<file path="src/verilog/sdst_pkg.sv">
// Package: register map, field layout, segment codes and timing for the sensor display timers
package sdst_pkg;

  // ==========================================================================
  // Register map (printed offsets, 16-bit register port, 8-bit data)
  localparam logic [15:0] TIME_BASE_MODE_ADDR    = 16'hFFB0;
  localparam logic [15:0] SCAN_TIMER_MODE_ADDR   = 16'hFFB4;
  localparam logic [15:0] SCAN_TIMER_RELOAD_ADDR = 16'hFFB5;
  localparam logic [15:0] DISPLAY_CTRL_ADDR      = 16'hFFB8;
  localparam logic [15:0] DISPLAY_STATUS_ADDR    = 16'hFFB9;

  localparam logic [7:0] TIME_BASE_MODE_RST    = 8'h00;
  localparam logic [7:0] SCAN_TIMER_MODE_RST   = 8'h00;
  localparam logic [7:0] SCAN_TIMER_RELOAD_RST = 8'h00;
  localparam logic [7:0] DISPLAY_CTRL_RST      = 8'h00;

  // ==========================================================================
  // Field positions
  localparam int TB_MODE_SEL_BIT  = 3;
  localparam int RELOAD_SEL_BIT   = 7;
  localparam int DIR_HI_BIT       = 6;
  localparam int DIR_LO_BIT       = 5;
  localparam int CONV_EN_BIT      = 0;
  localparam int SCAN_EN_BIT      = 1;
  localparam int POINT_BIT        = 7;

  localparam logic [2:0] TB_CLK_HOLD  = 3'h4;
  localparam logic [2:0] TB_CLK_HALF  = 3'h1;
  localparam logic [2:0] SCAN_CLK_64  = 3'h3;
  localparam logic [1:0] DIR_UP       = 2'h0;
  localparam logic [3:0] SENSOR_CH    = 4'h0;
  localparam logic [1:0] POINT_DIGIT  = 2'h2;

  // ==========================================================================
  // Timing
  localparam int CLK_PERIOD_NS   = 5;
  localparam int WATCH_CLK_HZ    = 32768;
  localparam int TB_PERIOD_MS    = 500;
  localparam int TB_WATCH_TICKS  = WATCH_CLK_HZ * TB_PERIOD_MS / 1000;
  localparam int SCAN_PERIOD_NS  = 3276800;
  localparam int SCAN_STEPS      = 256;
  localparam int SCAN_TICK_CYC   = SCAN_PERIOD_NS / CLK_PERIOD_NS / SCAN_STEPS;
  localparam int SCAN_PRESCALE   = 64;

  // ==========================================================================
  // Display conversion: units of 10 Ohm scale, load of 10 kOhm
  localparam logic [9:0]  ADC_FULL    = 10'h3FF;
  localparam logic [9:0]  RS_SCALE    = 10'h3E8;
  localparam logic [13:0] DISPLAY_MAX = 14'h270F;
  localparam int          DIV_STEPS   = 20;

  localparam logic [7:0] SEG_CODE [10] = '{8'h3F, 8'h06, 8'h5B, 8'h4F, 8'h66,
                                           8'h6D, 8'h7D, 8'h27, 8'h7F, 8'h6F};

  // ==========================================================================
  // Carriers
  typedef struct packed {
    logic [15:0] addr;
    logic [7:0]  wdata;
    logic        wr;
    logic        rd;
  } sdst_bus_req_t;

  typedef enum logic [2:0] {
    SDST_IDLE  = 3'b001,
    SDST_DIV   = 3'b010,
    SDST_STORE = 3'b100
  } sdst_conv_state_t;

endpackage

</file>
<file path="src/verilog/sdst_top.sv">
// Sensor readout time base, display conversion and multiplexed LED scan
`timescale 1ns/1ps
`default_nettype none
// Contract
// RULE_01: Segment byte: bit 7 point, bits 6..0 segments g..a; eight lights all.
// RULE_02: Most significant integer digit gets the point bit ORed in; the code ORs it into digit 2 (POINT_DIGIT) of digits 3..0.
// RULE_03: Four digits enabled in turn, one step per scan counter overflow.
// RULE_04: Conversion completion is checked on the time-base tick, not a done event.
// RULE_05: Each time-base tick converts the result to display codes and stores them.
// RULE_06: Each scan overflow drives the current digit's code, then advances digit.
// RULE_07: Conversion and scanning stay off until software enables them after configuration.
// RULE_08: Time-base mode select one makes timer A count the watch prescaler.
// RULE_09: Time-base counting is taken from the 32.768 kHz watch clock.
// RULE_10: Clock select one, zero, zero holds the time-base counter in reset.
// RULE_11: Clock select zero, zero, one overflows the time base every half second.
// RULE_12: Reload select zero lets the scan counter wrap freely with no reload.
// RULE_13: Direction bits both zero make the scan counter count up.
// RULE_14: Scan clock select zero, one, one counts system clock divided by 64.
// RULE_15: Scan timer holds a software written reload value register.
// RULE_16: Each digit stays lit for one 3.2768 ms scan overflow period.
// RULE_17: Each half-second tick starts a conversion on analog channel zero.
// RULE_18: A high segment output lights that segment of the active digit.
// RULE_19: Two-bit digit select feeds an external decoder enabling one of four.
// RULE_20: Software holds the time base in reset, then selects half-second overflow.
// RULE_21: Digit select changes in the same cycle as the segment byte.
module sdst_top #(
  parameter int PHI_TICK_CYC = sdst_pkg::SCAN_TICK_CYC / sdst_pkg::SCAN_PRESCALE,
  parameter int TB_TICKS     = sdst_pkg::TB_WATCH_TICKS
) (
  input  wire logic                  ref_clk,
  input  wire logic                  reset_n,
  input  wire sdst_pkg::sdst_bus_req_t bus_req,
  output logic [7:0]                 rdata,
  input  wire logic                  watch_clk,
  input  wire logic                  adc_busy,
  input  wire logic [9:0]            adc_result,
  output logic                       adc_start,
  output logic [3:0]                 adc_channel,
  output logic [7:0]                 segment_out,
  output logic [1:0]                 digit_select
);

  // ==========================================================================
  // Helpers
  function automatic logic [15:0] to_bcd(input logic [13:0] bin);
    logic [29:0] sh;
    sh = {16'h0000, bin};
    for (int i = 0; i < 14; i++) begin
      for (int d = 0; d < 4; d++) begin
        if (sh[14 + 4*d +: 4] > 4'h4) begin
          sh[14 + 4*d +: 4] = sh[14 + 4*d +: 4] + 4'h3;
        end
      end
      sh = {sh[28:0], 1'b0};
    end
    return sh[29:14];
  endfunction

  function automatic logic [7:0] seg_of(input logic [3:0] nib);
    return (nib > 4'h9) ? 8'h00 : sdst_pkg::SEG_CODE[nib];
  endfunction

  // ==========================================================================
  // Registers
  logic [7:0]  time_base_mode_r;
  logic [7:0]  scan_timer_mode_r;
  logic [7:0]  scan_timer_reload_r;
  logic [7:0]  display_ctrl_r;
  logic [7:0]  rdata_r;
  logic [7:0]  scan_counter_r;
  logic        reload_wr_r;

  wire hit_tb  = bus_req.addr == sdst_pkg::TIME_BASE_MODE_ADDR;
  wire hit_sm  = bus_req.addr == sdst_pkg::SCAN_TIMER_MODE_ADDR;
  wire hit_rl  = bus_req.addr == sdst_pkg::SCAN_TIMER_RELOAD_ADDR;
  wire hit_ct  = bus_req.addr == sdst_pkg::DISPLAY_CTRL_ADDR;
  wire hit_st  = bus_req.addr == sdst_pkg::DISPLAY_STATUS_ADDR;

  wire conv_en = display_ctrl_r[sdst_pkg::CONV_EN_BIT];
  wire scan_en = display_ctrl_r[sdst_pkg::SCAN_EN_BIT];

  sdst_pkg::sdst_conv_state_t state_r;
  logic [1:0] digit_idx_r;

  wire [7:0] status_word = {3'h0, adc_busy, digit_idx_r, state_r != sdst_pkg::SDST_IDLE, 1'b0};
  wire [7:0] rd_mux = hit_tb ? time_base_mode_r :
                      hit_sm ? scan_timer_mode_r :
                      hit_rl ? scan_timer_reload_r :
                      hit_ct ? display_ctrl_r :
                      hit_st ? status_word : 8'h00;

  always_ff @(posedge ref_clk or negedge reset_n) begin
    if (!reset_n) begin
      time_base_mode_r    <= sdst_pkg::TIME_BASE_MODE_RST;
      scan_timer_mode_r   <= sdst_pkg::SCAN_TIMER_MODE_RST;
      scan_timer_reload_r <= sdst_pkg::SCAN_TIMER_RELOAD_RST;
      display_ctrl_r      <= sdst_pkg::DISPLAY_CTRL_RST;
      reload_wr_r         <= 1'b0;
      rdata_r             <= 8'h00;
    end else begin
      if (bus_req.wr && hit_tb) time_base_mode_r <= bus_req.wdata;       // RULE_20
      if (bus_req.wr && hit_sm) scan_timer_mode_r <= bus_req.wdata;
      if (bus_req.wr && hit_rl) scan_timer_reload_r <= bus_req.wdata;    // RULE_15
      if (bus_req.wr && hit_ct) display_ctrl_r <= bus_req.wdata;         // RULE_07
      reload_wr_r <= bus_req.wr && hit_rl;
      rdata_r     <= bus_req.rd ? rd_mux : 8'h00;
    end
  end

  // ==========================================================================
  // Time base: watch clock is asynchronous, so two flops before any use
  logic [1:0]  watch_sync_r;
  logic        watch_prev_r;
  logic [13:0] time_base_counter_r;
  logic        tb_tick_r;

  wire [2:0] tb_sel  = time_base_mode_r[2:0];
  wire tb_mode       = time_base_mode_r[sdst_pkg::TB_MODE_SEL_BIT];      // RULE_08
  wire watch_rise    = watch_sync_r[1] && !watch_prev_r;                 // RULE_09
  wire tb_hold       = tb_mode && (tb_sel == sdst_pkg::TB_CLK_HOLD);     // RULE_10
  wire tb_run        = tb_mode && (tb_sel == sdst_pkg::TB_CLK_HALF);
  wire tb_wrap       = time_base_counter_r == 14'(TB_TICKS - 1);

  always_ff @(posedge ref_clk or negedge reset_n) begin
    if (!reset_n) begin
      watch_sync_r        <= 2'h0;
      watch_prev_r        <= 1'b0;
      time_base_counter_r <= 14'h0000;
      tb_tick_r           <= 1'b0;
    end else begin
      watch_sync_r <= {watch_sync_r[0], watch_clk};
      watch_prev_r <= watch_sync_r[1];
      tb_tick_r    <= tb_run && watch_rise && tb_wrap;                   // RULE_11
      if (tb_hold || !tb_mode) begin
        time_base_counter_r <= 14'h0000;                                 // RULE_10
      end else if (tb_run && watch_rise) begin
        time_base_counter_r <= tb_wrap ? 14'h0000 : time_base_counter_r + 14'h0001;
      end
    end
  end

  // ==========================================================================
  // Conversion to display codes: Rs in units of 10 Ohm = 1000*(full-a)/a
  logic [19:0] num_r;
  logic [19:0] quo_r;
  logic [10:0] rem_r;
  logic [9:0]  den_r;
  logic [4:0]  step_r;
  logic [7:0]  digit_code_r [4];
  logic        adc_start_r;

  wire [10:0] rem_sh   = {rem_r[9:0], num_r[19]};
  wire        rem_ge   = rem_sh >= {1'b0, den_r};
  wire [13:0] capped   = (quo_r > 20'(sdst_pkg::DISPLAY_MAX)) ? sdst_pkg::DISPLAY_MAX : quo_r[13:0];
  wire [15:0] bcd      = to_bcd(capped);
  wire [19:0] num_init = 20'(sdst_pkg::ADC_FULL - adc_result) * 20'(sdst_pkg::RS_SCALE);

  always_ff @(posedge ref_clk or negedge reset_n) begin
    if (!reset_n) begin
      state_r     <= sdst_pkg::SDST_IDLE;
      num_r       <= 20'h00000;
      quo_r       <= 20'h00000;
      rem_r       <= 11'h000;
      den_r       <= 10'h000;
      step_r      <= 5'h00;
      adc_start_r <= 1'b0;
      for (int i = 0; i < 4; i++) digit_code_r[i] <= 8'h00;
    end else begin
      adc_start_r <= 1'b0;
      case (state_r)
        sdst_pkg::SDST_IDLE: begin
          // Polled on the tick; a busy converter keeps the old display one more period
          if (tb_tick_r && conv_en) begin                                // RULE_04
            adc_start_r <= 1'b1;                                         // RULE_17
            if (!adc_busy) begin                                         // RULE_04
              num_r   <= num_init;
              den_r   <= adc_result;
              rem_r   <= 11'h000;
              quo_r   <= 20'h00000;
              step_r  <= 5'h00;
              state_r <= sdst_pkg::SDST_DIV;
            end
          end
        end
        sdst_pkg::SDST_DIV: begin
          if (den_r == 10'h000) begin
            quo_r   <= 20'(sdst_pkg::DISPLAY_MAX);
            state_r <= sdst_pkg::SDST_STORE;
          end else begin
            rem_r  <= rem_ge ? rem_sh - {1'b0, den_r} : rem_sh;
            quo_r  <= {quo_r[18:0], rem_ge};
            num_r  <= {num_r[18:0], 1'b0};
            step_r <= step_r + 5'h01;
            if (step_r == 5'(sdst_pkg::DIV_STEPS - 1)) state_r <= sdst_pkg::SDST_STORE;
          end
        end
        sdst_pkg::SDST_STORE: begin
          for (int i = 0; i < 4; i++) begin
            digit_code_r[i] <= seg_of(bcd[4*i +: 4])                     // RULE_05 RULE_01
              | ((2'(i) == sdst_pkg::POINT_DIGIT) ? 8'h80 : 8'h00);     // RULE_02
          end
          state_r <= sdst_pkg::SDST_IDLE;
        end
        default: state_r <= sdst_pkg::SDST_IDLE;
      endcase
    end
  end

  // ==========================================================================
  // Scan timer: phi tick, divide by 64, then 8-bit counter
  logic [15:0] phi_cnt_r;
  logic [5:0]  pre_cnt_r;
  logic        scan_ovf_r;
  logic [7:0]  segment_out_r;
  logic [1:0]  digit_select_r;

  wire [2:0] sc_sel   = scan_timer_mode_r[2:0];
  wire sc_run         = sc_sel == sdst_pkg::SCAN_CLK_64;                 // RULE_14
  wire sc_up          = scan_timer_mode_r[sdst_pkg::DIR_HI_BIT:sdst_pkg::DIR_LO_BIT]
                        == sdst_pkg::DIR_UP;                             // RULE_13
  wire sc_reload      = scan_timer_mode_r[sdst_pkg::RELOAD_SEL_BIT];
  wire phi_tick       = phi_cnt_r == 16'(PHI_TICK_CYC - 1);
  wire sc_tick        = sc_run && phi_tick && (pre_cnt_r == 6'(sdst_pkg::SCAN_PRESCALE - 1));
  wire sc_edge        = sc_up ? (scan_counter_r == 8'hFF) : (scan_counter_r == 8'h00);
  wire [7:0] sc_step  = sc_up ? scan_counter_r + 8'h01 : scan_counter_r - 8'h01;

  always_ff @(posedge ref_clk or negedge reset_n) begin
    if (!reset_n) begin
      phi_cnt_r      <= 16'h0000;
      pre_cnt_r      <= 6'h00;
      scan_counter_r <= 8'h00;
      scan_ovf_r     <= 1'b0;
    end else begin
      phi_cnt_r  <= phi_tick ? 16'h0000 : phi_cnt_r + 16'h0001;
      scan_ovf_r <= sc_tick && sc_edge;                                  // RULE_16
      if (!sc_run) begin
        pre_cnt_r <= 6'h00;
      end else if (phi_tick) begin
        pre_cnt_r <= pre_cnt_r + 6'h01;                                  // RULE_14
      end
      if (reload_wr_r) begin
        scan_counter_r <= scan_timer_reload_r;                           // RULE_15
      end else if (sc_tick) begin
        scan_counter_r <= (sc_edge && sc_reload) ? scan_timer_reload_r : sc_step; // RULE_12
      end
    end
  end

  // ==========================================================================
  // Digit scan: segment byte and select move on the same edge
  always_ff @(posedge ref_clk or negedge reset_n) begin
    if (!reset_n) begin
      digit_idx_r    <= 2'h0;
      segment_out_r  <= 8'h00;
      digit_select_r <= 2'h0;
    end else if (scan_ovf_r && scan_en) begin                            // RULE_06 RULE_07
      segment_out_r  <= digit_code_r[digit_idx_r];                       // RULE_18 RULE_21
      digit_select_r <= digit_idx_r;                                     // RULE_19 RULE_21
      digit_idx_r    <= digit_idx_r + 2'h1;                              // RULE_03
    end
  end

  assign rdata        = rdata_r;
  assign adc_start    = adc_start_r;
  assign adc_channel  = sdst_pkg::SENSOR_CH;                             // RULE_17
  assign segment_out  = segment_out_r;
  assign digit_select = digit_select_r;

endmodule // sdst_top
`default_nettype wire

</file>
<file path="config.mk">
export PLATFORM = sky130hd
export DESIGN_NAME = sdst_top
export DESIGN_NICKNAME = d
export VERILOG_FILES = /design/src/verilog/sdst_pkg.sv /design/src/verilog/sdst_top.sv
export SDC_FILE = /design/constraint.sdc
export NUM_CORES = 1
export LEC_CHECK = 0
export BUFFER_PORTS_ARGS = -buffer_cell sky130_fd_sc_hd__buf_2
export CAP_MARGIN = 5
export CELL_PAD_IN_SITES_DETAIL_PLACEMENT = 1
export CELL_PAD_IN_SITES_GLOBAL_PLACEMENT = 1
export CORE_MARGIN = 3
export CORE_UTILIZATION = 35
export DETAILED_ROUTE_END_ITERATION = 8
export PLACE_DENSITY_LB_ADDON = 0.1
export SLEW_MARGIN = 20
export SYNTH_ARGS = -nofsm -noshare
export SYNTH_HDL_FRONTEND = slang
export SYNTH_SLANG_ARGS = --single-unit
</file>
<file path="constraint.sdc">
create_clock -name ref_clk -period 15.6 [get_ports ref_clk]
set_input_delay 1.56 -clock ref_clk [delete_from_list [all_inputs] [get_ports ref_clk]]
set_output_delay 1.56 -clock ref_clk [all_outputs]
set_load 0.05 [all_outputs]
</file>
# Yosys cells after proc, flatten, opt, wreduce, memory -nomap -nowiden
# Memories as Yosys holds them, arrays and structs flattened. A register that Yosys moved wholly into a read port is not among the register bits.
# Cells that the tools add are included.
dict set report word_totals {
  wordCells 230
  reg_bits 179
  rom_bits 512
  inputBits 40
  mem_count 4
  out_inout_bits 23
}
# name depth width rd rd_ports_with_merged_regs wr line_no
set mem_list {}
lappend mem_list {{(name not given)} 16 8 1 1 0 sdst_top.sv:60} ;# return (nib > 4'h9) ? 8'h00 : sdst_pkg::SEG_CODE[nib];
lappend mem_list {{(name not given)} 16 8 1 1 0 sdst_top.sv:60}
lappend mem_list {{(name not given)} 16 8 1 1 0 sdst_top.sv:60}
lappend mem_list {{(name not given)} 16 8 1 1 0 sdst_top.sv:60}
dict set report classes {
  add_sub_neg 35
  bitwise 6
  eq_ne 22
  n_mul 1
  reduce_logical 32
  n_lt_le_gt_ge 31
  muxes 74
}
# cell count
set op_table {}
lappend op_table {{two-way mux 20 bit} 6}
lappend op_table {{two-way mux 4 bit} 24}
lappend op_table {{> comparator 4 x 3 -> 1 bit, second input constant} 22}
lappend op_table {{two-way mux 8 bit} 11}
lappend op_table {{adder 4 x 2 -> 4 bit, second input constant} 21}
lappend op_table {{equality test 16 bit, second input constant} 5}
lappend op_table {{case mux 20 bit (2 select lines)} 2}
lappend op_table {{two-way mux 14 bit} 4}
lappend op_table {{two-way mux 10 bit} 4}
lappend op_table {{two-way mux 7 bit} 3}
lappend op_table {{> comparator 20 x 14 -> 1 bit, second input constant} 1}
lappend op_table {{multiplier 20 x 7 -> 17 bit, second input constant} 1}
lappend op_table {{two-way mux 5 bit} 4}
lappend op_table {{NOT 4 -> 5 bit} 4}
lappend op_table {{case mux 10 bit (2 select lines)} 1}
lappend op_table {{two-way mux 3 bit} 6}
lappend op_table {{adder 16 x 1 -> 16 bit, second input constant} 1}
lappend op_table {{binary-select mux 8 bit (select 2 bit)} 1}
lappend op_table {{equality test 16 x 6 -> 1 bit, second input constant} 1}
lappend op_table {{two-way mux 16 bit} 1}
lappend op_table {{logical AND 1 bit} 15}
lappend op_table {{adder 14 x 1 -> 14 bit, second input constant} 1}
lappend op_table {{equality test 14 bit, second input constant} 1}
lappend op_table {{adder 3 x 2 -> 4 bit, second input constant} 3}
lappend op_table {{37 further kinds} 58}

# Logic depth before layout (Yosys ltp)
# Gate-level depths: netlist of run 1.
dict set report depth {
  word_depth 29
  ltp_mapped 59
  mapped_depth_nobuf 56
}

# Worst setup path after synthesis of run 1
# OpenSTA, ideal clock, no wires.
dict set report synth_timing {
  path_type {register -> register}
  from {register quo_r[17]}
  to {register digit_code_r[19] (netlist bit)}
  arrival_ns 11.828
  slack_ns 3.645
  setup_time_ns 0.127
  synth_period_minus_slack_ns 11.955
  n_path_buf 4
  t_required_ns 15.473
  stages_incl_launch_ff 57
  path_cell_list {dfrtp_1 > or4_1 > buf_6 > nor2_8 > nand2_1 > ha_1 > inv_1 > ha_1 > buf_6 > or3_4 > nand2_4 > inv_1 > ha_1 > nor2_1 > o32a_1 > xnor2_2 > inv_2 > ha_1 > [... 21 more ...] > or4_4 > xor2_1 > ha_1 > a311o_1 > mux2_2 > ha_1 > nand2_1 > or4_1 > o211ai_1 > xnor2_1 > ha_1 > inv_1 > a211o_1 > xor2_1 > inv_1 > ha_1 > nor4_1 > nor3_1}
}
dict set report synth_between {
  elab_chain_cells 25
  word_cells_on_any_way 60
  cone_classes {add/sub (19); order compare (20); mux (20); bitwise (1)}
}
# element line_no
set synth_rtl {}
lappend synth_rtl {{from (decl)} sdst_top.sv:145} ;# logic [19:0] quo_r;
lappend synth_rtl {{from (signal assigned)} sdst_top.sv:187} ;# quo_r <= 20'(sdst_pkg::DISPLAY_MAX);
lappend synth_rtl {{from (signal assigned)} sdst_top.sv:191} ;# quo_r <= {quo_r[18:0], rem_ge};
lappend synth_rtl {{> comparator 20 x 14 -> 1 bit *} sdst_top.sv:154} ;# wire [13:0] capped = (quo_r > 20'(sdst_pkg::DISPLAY_MAX)) ? sdst_pkg::DISPLAY_MAX : quo_r[13:0];
lappend synth_rtl {{two-way mux 14 bit *} sdst_top.sv:154}
lappend synth_rtl {{adder 3 x 2 -> 4 bit / > comparator 3 bit (equally long branches)} {sdst_top.sv:51, sdst_top.sv:50}}
lappend synth_rtl {{two-way mux 4 bit} sdst_top.sv:50} ;# if (sh[14 + 4*d +: 4] > 4'h4) begin
lappend synth_rtl {{adder 4 x 2 -> 4 bit / > comparator 4 x 3 -> 1 bit (equally long branches)} {sdst_top.sv:51, sdst_top.sv:50}}
lappend synth_rtl {{two-way mux 4 bit} sdst_top.sv:50}
lappend synth_rtl {{adder 4 x 2 -> 4 bit / > comparator 4 x 3 -> 1 bit (equally long branches)} {sdst_top.sv:51, sdst_top.sv:50}}
lappend synth_rtl {{two-way mux 4 bit} sdst_top.sv:50}
lappend synth_rtl {{[... 9 more ...]} n/a}
lappend synth_rtl {{two-way mux 4 bit} sdst_top.sv:50}
lappend synth_rtl {{adder 4 x 2 -> 4 bit / > comparator 4 x 3 -> 1 bit (equally long branches)} {sdst_top.sv:51, sdst_top.sv:50}}
lappend synth_rtl {{two-way mux 4 bit} sdst_top.sv:50}
lappend synth_rtl {{adder 4 x 2 -> 4 bit / > comparator 4 x 3 -> 1 bit (equally long branches)} {sdst_top.sv:51, sdst_top.sv:50}}
lappend synth_rtl {{two-way mux 4 bit} sdst_top.sv:50}
lappend synth_rtl {{adder 4 x 2 -> 4 bit / > comparator 4 x 3 -> 1 bit (equally long branches)} {sdst_top.sv:51, sdst_top.sv:50}}
lappend synth_rtl {{two-way mux 4 bit} sdst_top.sv:50}
lappend synth_rtl {{NOT 4 -> 5 bit (implied by the code) *} sdst_top.sv:60}
lappend synth_rtl {{to (decl)} sdst_top.sv:149} ;# logic [7:0] digit_code_r [4];
# Every way passes the cells marked *; elsewhere a longest branch is shown, timed or not.
# A chain may end at the register's enable or synchronous reset.

# Worst setup path in the final report of run 1
# Ends and elaborated chain as after synthesis.

==> results of run 1 <==
-- cell families after synthesis --
logic type,count (synthesis)
adders and majority gates,147
AOI/OAI and AO/OA,499
buffers and inverters,177
muxes,105
xor gates and xnor gates,94
DFF,197
and+or+nand+nor,549
other,1
-- final cells by class --
class                           count  area (sq um)  share of cell area
Tap cell                          600           751              0.0423
Timing Repair Buffer               69           382              0.0215
Clock inverter                     12           153             0.00860
Multi-Input combinational cell   1408         10700               0.601
Sequential cell                   197          4930               0.278
Inverter                          114           433              0.0244
Clock buffer                       18           439              0.0247
-- through the flow --
step | hold WS (ns) | util | cells | cell area, sq um | worst slack (ns)
detailed placement | 0.343 | 0.376 | 2388 | 17200 | 1.61
global route | 0.381 | 0.389 | 2418 | 17800 | 0.209
CTS | 0.365 | 0.389 | 2418 | 17700 | 1.59
floorplan | 0.331 | - | 1782 | 16300 | 3.64
global placement | 0.345 | 0.376 | 2388 | 17200 | 2.26
finish | 0.358 | 0.389 | 2418 | 17800 | 1.59
-- flip-flops by register name, indices dropped and copies added (netlist names), 3 cells and up --
| register | flops |
|---|---|
| scan_counter_r | 8 |
| num_r | 17 |
| scan_timer_mode_r | 8 |
| state_r | 3 |
| display_ctrl_r | 8 |
| rem_r | 10 |
| rdata | 8 |
| phi_cnt_r | 16 |
| digit_code_r | 29 |
| step_r | 5 |
| den_r | 10 |
| pre_cnt_r | 6 |
| time_base_counter_r | 14 |
| segment_out | 8 |
| scan_timer_reload_r | 8 |
| time_base_mode_r | 8 |
| quo_r | 20 |
-- critical path: cells and delay by family, from the launching register on --
family | cells | cell delay [ns]
AO/OA/AOI/OAI | 8 | 2.04
multiplexers | 1 | 0.19
flip-flops | 1 | 0.42
AND/OR/NAND/NOR | 18 | 4.87
adder cells (fa/ha/maj) | 11 | 3.37
XOR/XNOR | 6 | 1.92
buffers and inverters | 8 | 1.04
-- per-layer routing --
metal,up-vias,wire [um],track usage
met3,29,676,0.0176
li1,6554,-,-
met5,-,0,0
met1,6780,21700,0.250
met4,0,382,0.0314
met2,107,19900,0.285
-- layout by cell type (no fill, tap or decap), types with 11 or more instances in the layout --
| master | count |
|---|---|
| dfrtp_1 | 196 |
| nor2_1 | 148 |
| nand2_1 | 132 |
| ha_1 | 114 |
| inv_1 | 109 |
| a21oi_1 | 97 |
| o21ai_0 | 88 |
| xnor2_1 | 57 |
| buf_2 | 57 |
| mux2_2 | 54 |
| mux2i_1 | 43 |
| nand3_1 | 41 |
| nor3_1 | 38 |
| a21o_1 | 33 |
| fa_1 | 33 |
| xor2_1 | 31 |
| nand4_1 | 27 |
| a22oi_1 | 24 |
| nor4_1 | 23 |
| o211ai_1 | 20 |
| nor2b_1 | 19 |
| nand2b_1 | 18 |
| a211oi_1 | 18 |
| and3_1 | 17 |
| clkbuf_16 | 17 |
| and2_1 | 15 |
| o21ai_1 | 15 |
| a22o_1 | 15 |
| o21a_1 | 14 |
| conb_1 | 14 |
| a31oi_1 | 12 |
| or2_2 | 11 |
| buf_4 | 11 |
-- worst min path at each step --
| stage | depth (start not counted) | slack (ns) | to |
|---|---|---|---|
| after floorplan | 0 | 0.33 | watch_sync_r[1] |
| after global placement | 0 | 0.35 | watch_sync_r[1] |
| after detailed placement | 0 | 0.34 | watch_sync_r[1] |
| after CTS | 0 | 0.36 | watch_sync_r[1] |
| after global routing | 0 | 0.38 | watch_sync_r[1] |
| final | 0 | 0.36 | watch_sync_r[1] |
==> flow_metrics.py, run 1 <==
metrics = {
    "cts": {
        "cts_setup_buffers": 0,
        "cts_tree": "yes",
        "clkTransAtPathRegs_ns": 0.07,
        "clock-root-buffer": "clkbuf_16",
        "clock-sinks": 197,
        "clk_latency_ns": 0.44,
        "cts_resized": 0,
        "h-tree-depth": 4,
        "clockBufferDepth": 2,
        "cts_buffers": 17,
        "cts.hold.buffers_added": 0,
    },
    "grt": {
        "track_usage": 0.173,
        "grt_pass1_vias": 13784,
        "grt_max_degree": 78,
        "grt_overflow": 0,
        "grt_pass1_wl_um": 72700,
        "antenna_found_initial": 0,
    },
    "layout": {
        "drive_gt1_frac": 0.125,
        "antenna_cells": 0,
        "design.final.nets": 1994,
        "n_fill_cell": 5286,
        "area_delta_synth_final_pct": 8.91,
    },
    "synthesis": {
        "synth_top_flop_cell": "dfrtp_1",
        "synth.area.top_cells": "dfrtp_1 (30%), ha_1 (8.8%), fa_1 (4.1%)",
        "synth_seq_area_share": 0.303,
        "synth_edf_count": 0,
        "ys_seq_elements": 197,
        "yosys_warnings": 0,
        "synth_cells": 1769,
        "synth_top_cell_by_area": "dfrtp_1",
        "synth.avg_cell_area_sq_um": 9.21,
        "syn-cell-area_sq_um": 16300,
        "synth_xor_xnor_area_share": 0.0540,
        "synth-adder-area-share": 0.128,
        "synth_cell_types": 122,
        "yosys.area_share.simple": 0.171,
        "synth_top_area_frac": 0.301,
        "post-synth-top-count-cell": "dfrtp_1",
        "synth_common_cells": "dfrtp_1 (196), nor2_1 (149), nand2_1 (132)",
        "synth_compound_area_frac": 0.223,
        "muxShareOfSynthArea": 0.0742,
        "synth_top_family_by_area": "compound AO/OA/AOI/OAI gates",
        "async_flop_share": 1.00,
    },
    "routing": {
        "routed_via_density": 5.57,
        "detail_route.wl_per_cell_um": 17.6,
        "routed_wl_um": 42600,
        "vias": 13470,
        "dr.first_iter.drc_count": 770,
        "drc_errors": 0,
        "first_pass_iters": 7,
        "drtAntennaViolNets": 0,
    },
    "placed_design": {
        "place_hpwl_um": 32500,
        "port_buffers": 58,
        "routabilityCongestion": 0.831,
    },
    "timing": {
        "min_period_over_period": 0.898,
        "rsz0062_at_grt": "false",
        "clock_skew_ns": 0.00994,
        "drv_slew": 0,
        "period_minus_slack_ns": 14.01,
        "max_freq_ghz": 0.0714,
        "fin_tns_setup_ns": 0,
        "hold_violations": 0,
        "slew_headroom": 0.355,
        "tightest_slew_ns": 0.941,
        "final-setup-viol-count": 0,
    },
    "setup_path": {
        "crit_fanout": 12,
        "critPathMaxStageDelay_ns": 0.78,
        "rr_worst_depth": 52,
        "slowest_stage": "or4_1",
        "crit_type": "register to register",
        "regToRegStartpoint": "quo_r[17]",
        "arrival_ns": 14.32,
        "endpoint": "digit_code_r[19]",
        "r2r_end": "digit_code_r[19]",
        "worstPathRequired_ns": 15.92,
        "r2r_setup_slack_ns": 1.59,
        "start_kind": "register",
        "cp-startpoint": "quo_r[17]",
        "end_kind": "register",
        "crit_top_cell": "ha_1",
    },
    "die": {
        "dieWidth_um": 222,
        "die_h_um": 222,
        "die-area_sq_um": 49200,
        "core_area_sq_um": 45700,
        "ios": 63,
        "start_util": 0.357,
        "rows": 78,
    },
    "worst_hold_path": {
        "min-delay-start": "watch_sync_r[0]",
        "hp-class": "register to register",
    },
    "run_status": {
        "outcome": "complete, no violations",
    },
    "run": {
        "cap_violations": 0,
    },
}
Power of run 1 is not shown: default switching activity piles up to over one toggle a cycle in this logic, so the estimate is an artifact.
==> run 2, diff against run 1 <==
REMOVE_ABC_BUFFERS = 1   (was not set)
==> flow_metrics.py, run 2 (same netlist as run 1, synthesis figures left out) <==
metrics = {
    "run_status": {
        "outcome": "complete, no violations",
    },
    "layout": {
        "final_common_cell": "dfrtp_1",
        "largest_register_ffs": 29,
        "antenna_cells": 0,
        "design.final.nets": 1991,
        "regMostFlops": "digit_code_r",
        "drive_gt1_frac": 0.124,
        "multi_input_area_sq_um": 10700,
        "n_fill_cell": 5277,
        "layout_common_cells": "dfrtp_1 (196), nor2_1 (149), nand2_1 (132)",
        "area_delta_synth_final_pct": 8.61,
        "seqCellArea_sq_um": 4930,
        "fin_cells": 2417,
        "reg_top3": "digit_code_r: 29 flops, quo_r: 20 flops, num_r: 17 flops",
    },
    "cts": {
        "h-tree-depth": 4,
        "clkTransAtPathRegs_ns": 0.07,
        "cts_tree": "yes",
        "clk_latency_ns": 0.45,
        "cts.hold.buffers_added": 0,
        "clock-root-buffer": "clkbuf_16",
        "clockBufferDepth": 2,
        "cts_buffers": 17,
        "clock-sinks": 197,
        "cts_setup_buffers": 0,
        "cts_resized": 0,
    },
    "grt": {
        "grt_overflow": 0,
        "grt_pass1_wl_um": 71400,
        "top_usage_layer": "met2",
        "gr-usage-met3": 0.0238,
        "grt_pass1_vias": 13718,
        "grt_max_degree": 87,
        "met1_usage": 0.244,
        "antenna_found_initial": 0,
        "track_usage": 0.171,
        "grtUsageMet2": 0.284,
    },
    "setup_path": {
        "slowest_stage": "or4_1",
        "arrival_ns": 14.21,
        "worstPathRequired_ns": 15.93,
        "critPathMaxStageDelay_ns": 0.78,
        "crit_fanout": 12,
        "crit_type": "register to register",
        "crit_top_cell": "ha_1",
        "end_kind": "register",
        "start_kind": "register",
    },
    "die": {
        "start_util": 0.357,
        "core_area_sq_um": 45700,
        "ios": 63,
        "dieWidth_um": 222,
        "die-area_sq_um": 49200,
        "die_h_um": 222,
        "rows": 78,
    },
    "placed_design": {
        "place_hpwl_um": 32100,
        "port_buffers": 58,
        "dp_cells": 2385,
        "routabilityCongestion": 0.827,
    },
    "routing": {
        "dr.first_iter.drc_count": 665,
        "routed_via_density": 5.54,
        "routed_wl_um": 41900,
        "drtAntennaViolNets": 0,
        "first_pass_iters": 4,
        "detail_route.wl_per_cell_um": 17.3,
        "drc_errors": 0,
        "vias": 13396,
    },
    "timing": {
        "max_freq_ghz": 0.0720,
        "slew_headroom": 0.315,
        "min_period_over_period": 0.890,
        "final-setup-viol-count": 0,
        "tightest_slew_ns": 1.02,
        "hold_violations": 0,
        "fin_tns_setup_ns": 0,
        "rsz0062_at_grt": "false",
        "drv_slew": 0,
        "period_minus_slack_ns": 13.88,
        "clock_skew_ns": 0.0117,
    },
    "worst_hold_path": {
        "hp-class": "register to register",
    },
    "run": {
        "cap_violations": 0,
    },
}
run 2: cell types whose count changed in the layout (fill, tap and decap cells not counted), sizes merged:
cell	change
clkbuf	-1
buf	-3
inv	+3
clkinvlp	+2
clkinv	+1
bufinv	-3
run 2: area by class of cell:
type | instances | area share
inverters | 114 | 0.0245
well taps | 600 | 0.0424
clock buffers | 17 | 0.0240
multi-input cells | 1408 | 0.602
clock inverters | 15 | 0.00806
repair buffers | 66 | 0.0203
flip-flops and latches | 197 | 0.279
run 2: final timing paths:
kind / startpoint / to / slack (ns) / depth (start not counted)
hold / removal: watch_sync_r[0] / watch_sync_r[1] / 0.36 / 0
max in group asynchronous: reset_n / num_r[9] / 12.45 / 3
min in group asynchronous: reset_n / digit_code_r[6] / 1.13 / 1
setup reg to reg: quo_r[17] / digit_code_r[19] / 1.72 / 51
hold reg to reg: watch_sync_r[0] / watch_sync_r[1] / 0.36 / 0
setup / recovery: quo_r[17] / digit_code_r[19] / 1.72 / 51
run 2: per-layer routing:
metal / wire [um] / share of wire / vias to the layer above
li1: - / - / 6564
met1: 21100 / 0.50 / 6706
met4: 314 / 0.0075 / 0
met3: 785 / 0.019 / 22
met5: 0 / 0 / -
met2: 19700 / 0.47 / 104
run 2: through the flow:
step	instance area, sq um	utilization	hold WS (ns)	worst slack [ns]
2_1_floorplan	16000	-	0.331	3.66
4_1_cts	17700	0.388	0.361	1.71
6_report	17700	0.388	0.358	1.72
5_1_grt	17700	0.388	0.374	0.211
3_3_place_gp	17100	0.375	0.337	2.32
3_5_place_dp	17100	0.375	0.344	1.78
run 2: worst max-delay path: cells and delay by family (launching register included):
kind                       cells  cell delay [ns]
AOI/OAI and AO/OA              9             2.40
xor gates and xnor gates       6             1.81
adders and majority gates     11             3.38
buffers and inverters          8             1.02
DFF                            1             0.42
muxes                          1             0.20
and+or+nand+nor               16             4.55
Power of run 2 is left out for the same reason.
==> run 3, diff against run 2 <==
BUFFER_PORTS_ARGS = -buffer_cell sky130_fd_sc_hd__buf_4   (was -buffer_cell sky130_fd_sc_hd__buf_2)
==> flow_metrics.py, run 3 (same netlist as run 1, synthesis figures left out) <==
metrics = {
    "setup_path": {
        "r2r_setup_slack_ns": 1.71,
        "critPathMaxStageDelay_ns": 0.78,
        "worstPathRequired_ns": 15.91,
        "r2r_end": "digit_code_r[19]",
        "arrival_ns": 14.21,
        "end_kind": "register",
        "start_kind": "register",
        "crit_top_cell": "ha_1",
        "slowest_stage": "or4_1",
        "crit_fanout": 12,
        "rr_worst_depth": 52,
        "regToRegStartpoint": "quo_r[17]",
        "crit_type": "register to register",
    },
    "die": {
        "die_h_um": 222,
        "ios": 63,
        "start_util": 0.357,
        "core_area_sq_um": 45700,
        "rows": 78,
        "die-area_sq_um": 49200,
        "dieWidth_um": 222,
    },
    "cts": {
        "cts_resized": 0,
        "cts.hold.buffers_added": 0,
        "clock-root-buffer": "clkbuf_16",
        "cts_tree": "yes",
        "clk_latency_ns": 0.44,
        "cts_buffers": 17,
        "clkTransAtPathRegs_ns": 0.07,
        "clock-sinks": 197,
        "cts_setup_buffers": 0,
        "h-tree-depth": 4,
        "clockBufferDepth": 2,
    },
    "timing": {
        "clock_skew_ns": 0.0129,
        "slew_headroom": 0.313,
        "max_freq_ghz": 0.0720,
        "hold_violations": 0,
        "min_period_over_period": 0.891,
        "rsz0062_at_grt": "false",
        "final-setup-viol-count": 0,
        "tightest_slew_ns": 1.03,
        "finalHoldWorstSlack_ns": 0.355,
        "drv_slew": 0,
        "period_minus_slack_ns": 13.89,
        "fin_tns_setup_ns": 0,
    },
    "routing": {
        "drc_errors": 0,
        "routed_via_density": 5.47,
        "vias": 13231,
        "routed_wl_um": 41700,
        "drtAntennaViolNets": 0,
        "detail_route.wl_per_cell_um": 17.3,
        "dr.first_iter.drc_count": 702,
        "first_pass_iters": 5,
    },
    "grt": {
        "grt_max_degree": 72,
        "antenna_found_initial": 0,
        "grt_pass1_wl_um": 70600,
        "grt_overflow": 0,
        "track_usage": 0.169,
        "grt_pass1_vias": 13568,
    },
    "worst_hold_path": {
        "hp-class": "register to register",
        "hold_depth": 0,
        "min-delay-start": "watch_sync_r[0]",
        "worst_hold_path.endpoint": "watch_sync_r[1]",
    },
    "placed_design": {
        "port_buffers": 58,
        "place_hpwl_um": 32100,
        "routabilityCongestion": 0.834,
    },
    "layout": {
        "final_util": 0.392,
        "design.final.nets": 1991,
        "final_common_cell": "dfrtp_1",
        "drive_gt1_frac": 0.124,
        "largest_register_ffs": 29,
        "reg_top3": "digit_code_r: 29 flops, quo_r: 20 flops, num_r: 17 flops",
        "area_delta_synth_final_pct": 9.89,
        "antenna_cells": 0,
        "layout_common_cells": "dfrtp_1 (196), nor2_1 (149), nand2_1 (132)",
        "regMostFlops": "digit_code_r",
    },
    "run": {
        "cap_violations": 0,
    },
    "run_status": {
        "outcome": "complete, no violations",
    },
}
run 3: changes by cell type in the layout (fill, tap and decap cells not counted), moves of 2 or more:
cell        delta
buf_4         +57
clkinvlp_4     -2
clkinv_4       -2
bufinv_16      +3
buf_2         -57
run 3: cell type report:
class / count / area (sq um)
Fill cell: 5306 / 27800
Multi-Input combinational cell: 1408 / 10700
Sequential cell: 197 / 4930
Tap cell: 600 / 751
Timing Repair Buffer: 66 / 502
Clock buffer: 18 / 439
Inverter: 114 / 433
Clock inverter: 14 / 194
run 3: worst max-delay path: cells and delay by family, from the launching register on:
family / cells / cell delay [ns]
compound gates: 10 / 2.60
xor+xnor: 5 / 1.34
fa+ha+maj: 11 / 3.40
buf+inv: 8 / 1.11
flops: 1 / 0.41
mux: 1 / 0.19
simple gates: 17 / 4.68
run 3: per-stage QoR:
stage / area (sq um) / worst slack, ns / std cells
after floorplan: 16000 / 3.66 / 1719
after global placement: 17300 / 2.32 / 2385
after detailed placement: 17300 / 1.79 / 2385
after CTS: 17900 / 1.71 / 2417
after global routing: 17900 / 0.417 / 2417
final: 17900 / 1.71 / 2417
run 3: how the worst max path moves through the flow:
stage | to | slack, ns | cells after the start | from
after floorplan | digit_code_r[19] | 3.66 | 52 | quo_r[17]
after global routing | digit_code_r[19] | 0.42 | 52 | quo_r[17]
after CTS | digit_code_r[19] | 1.71 | 52 | quo_r[17]
final | digit_code_r[19] | 1.71 | 52 | quo_r[17]
after detailed placement | digit_code_r[19] | 1.79 | 52 | quo_r[17]
after global placement | digit_code_r[19] | 2.32 | 52 | quo_r[17]
run 3: routing by layer:
metal	part of all wire	GRT usage
met1	0.51	0.242
met3	0.014	0.0188
met2	0.47	0.277
met4	0.0093	0.0314
met5	0	0
Power of run 3 is left out for the same reason.
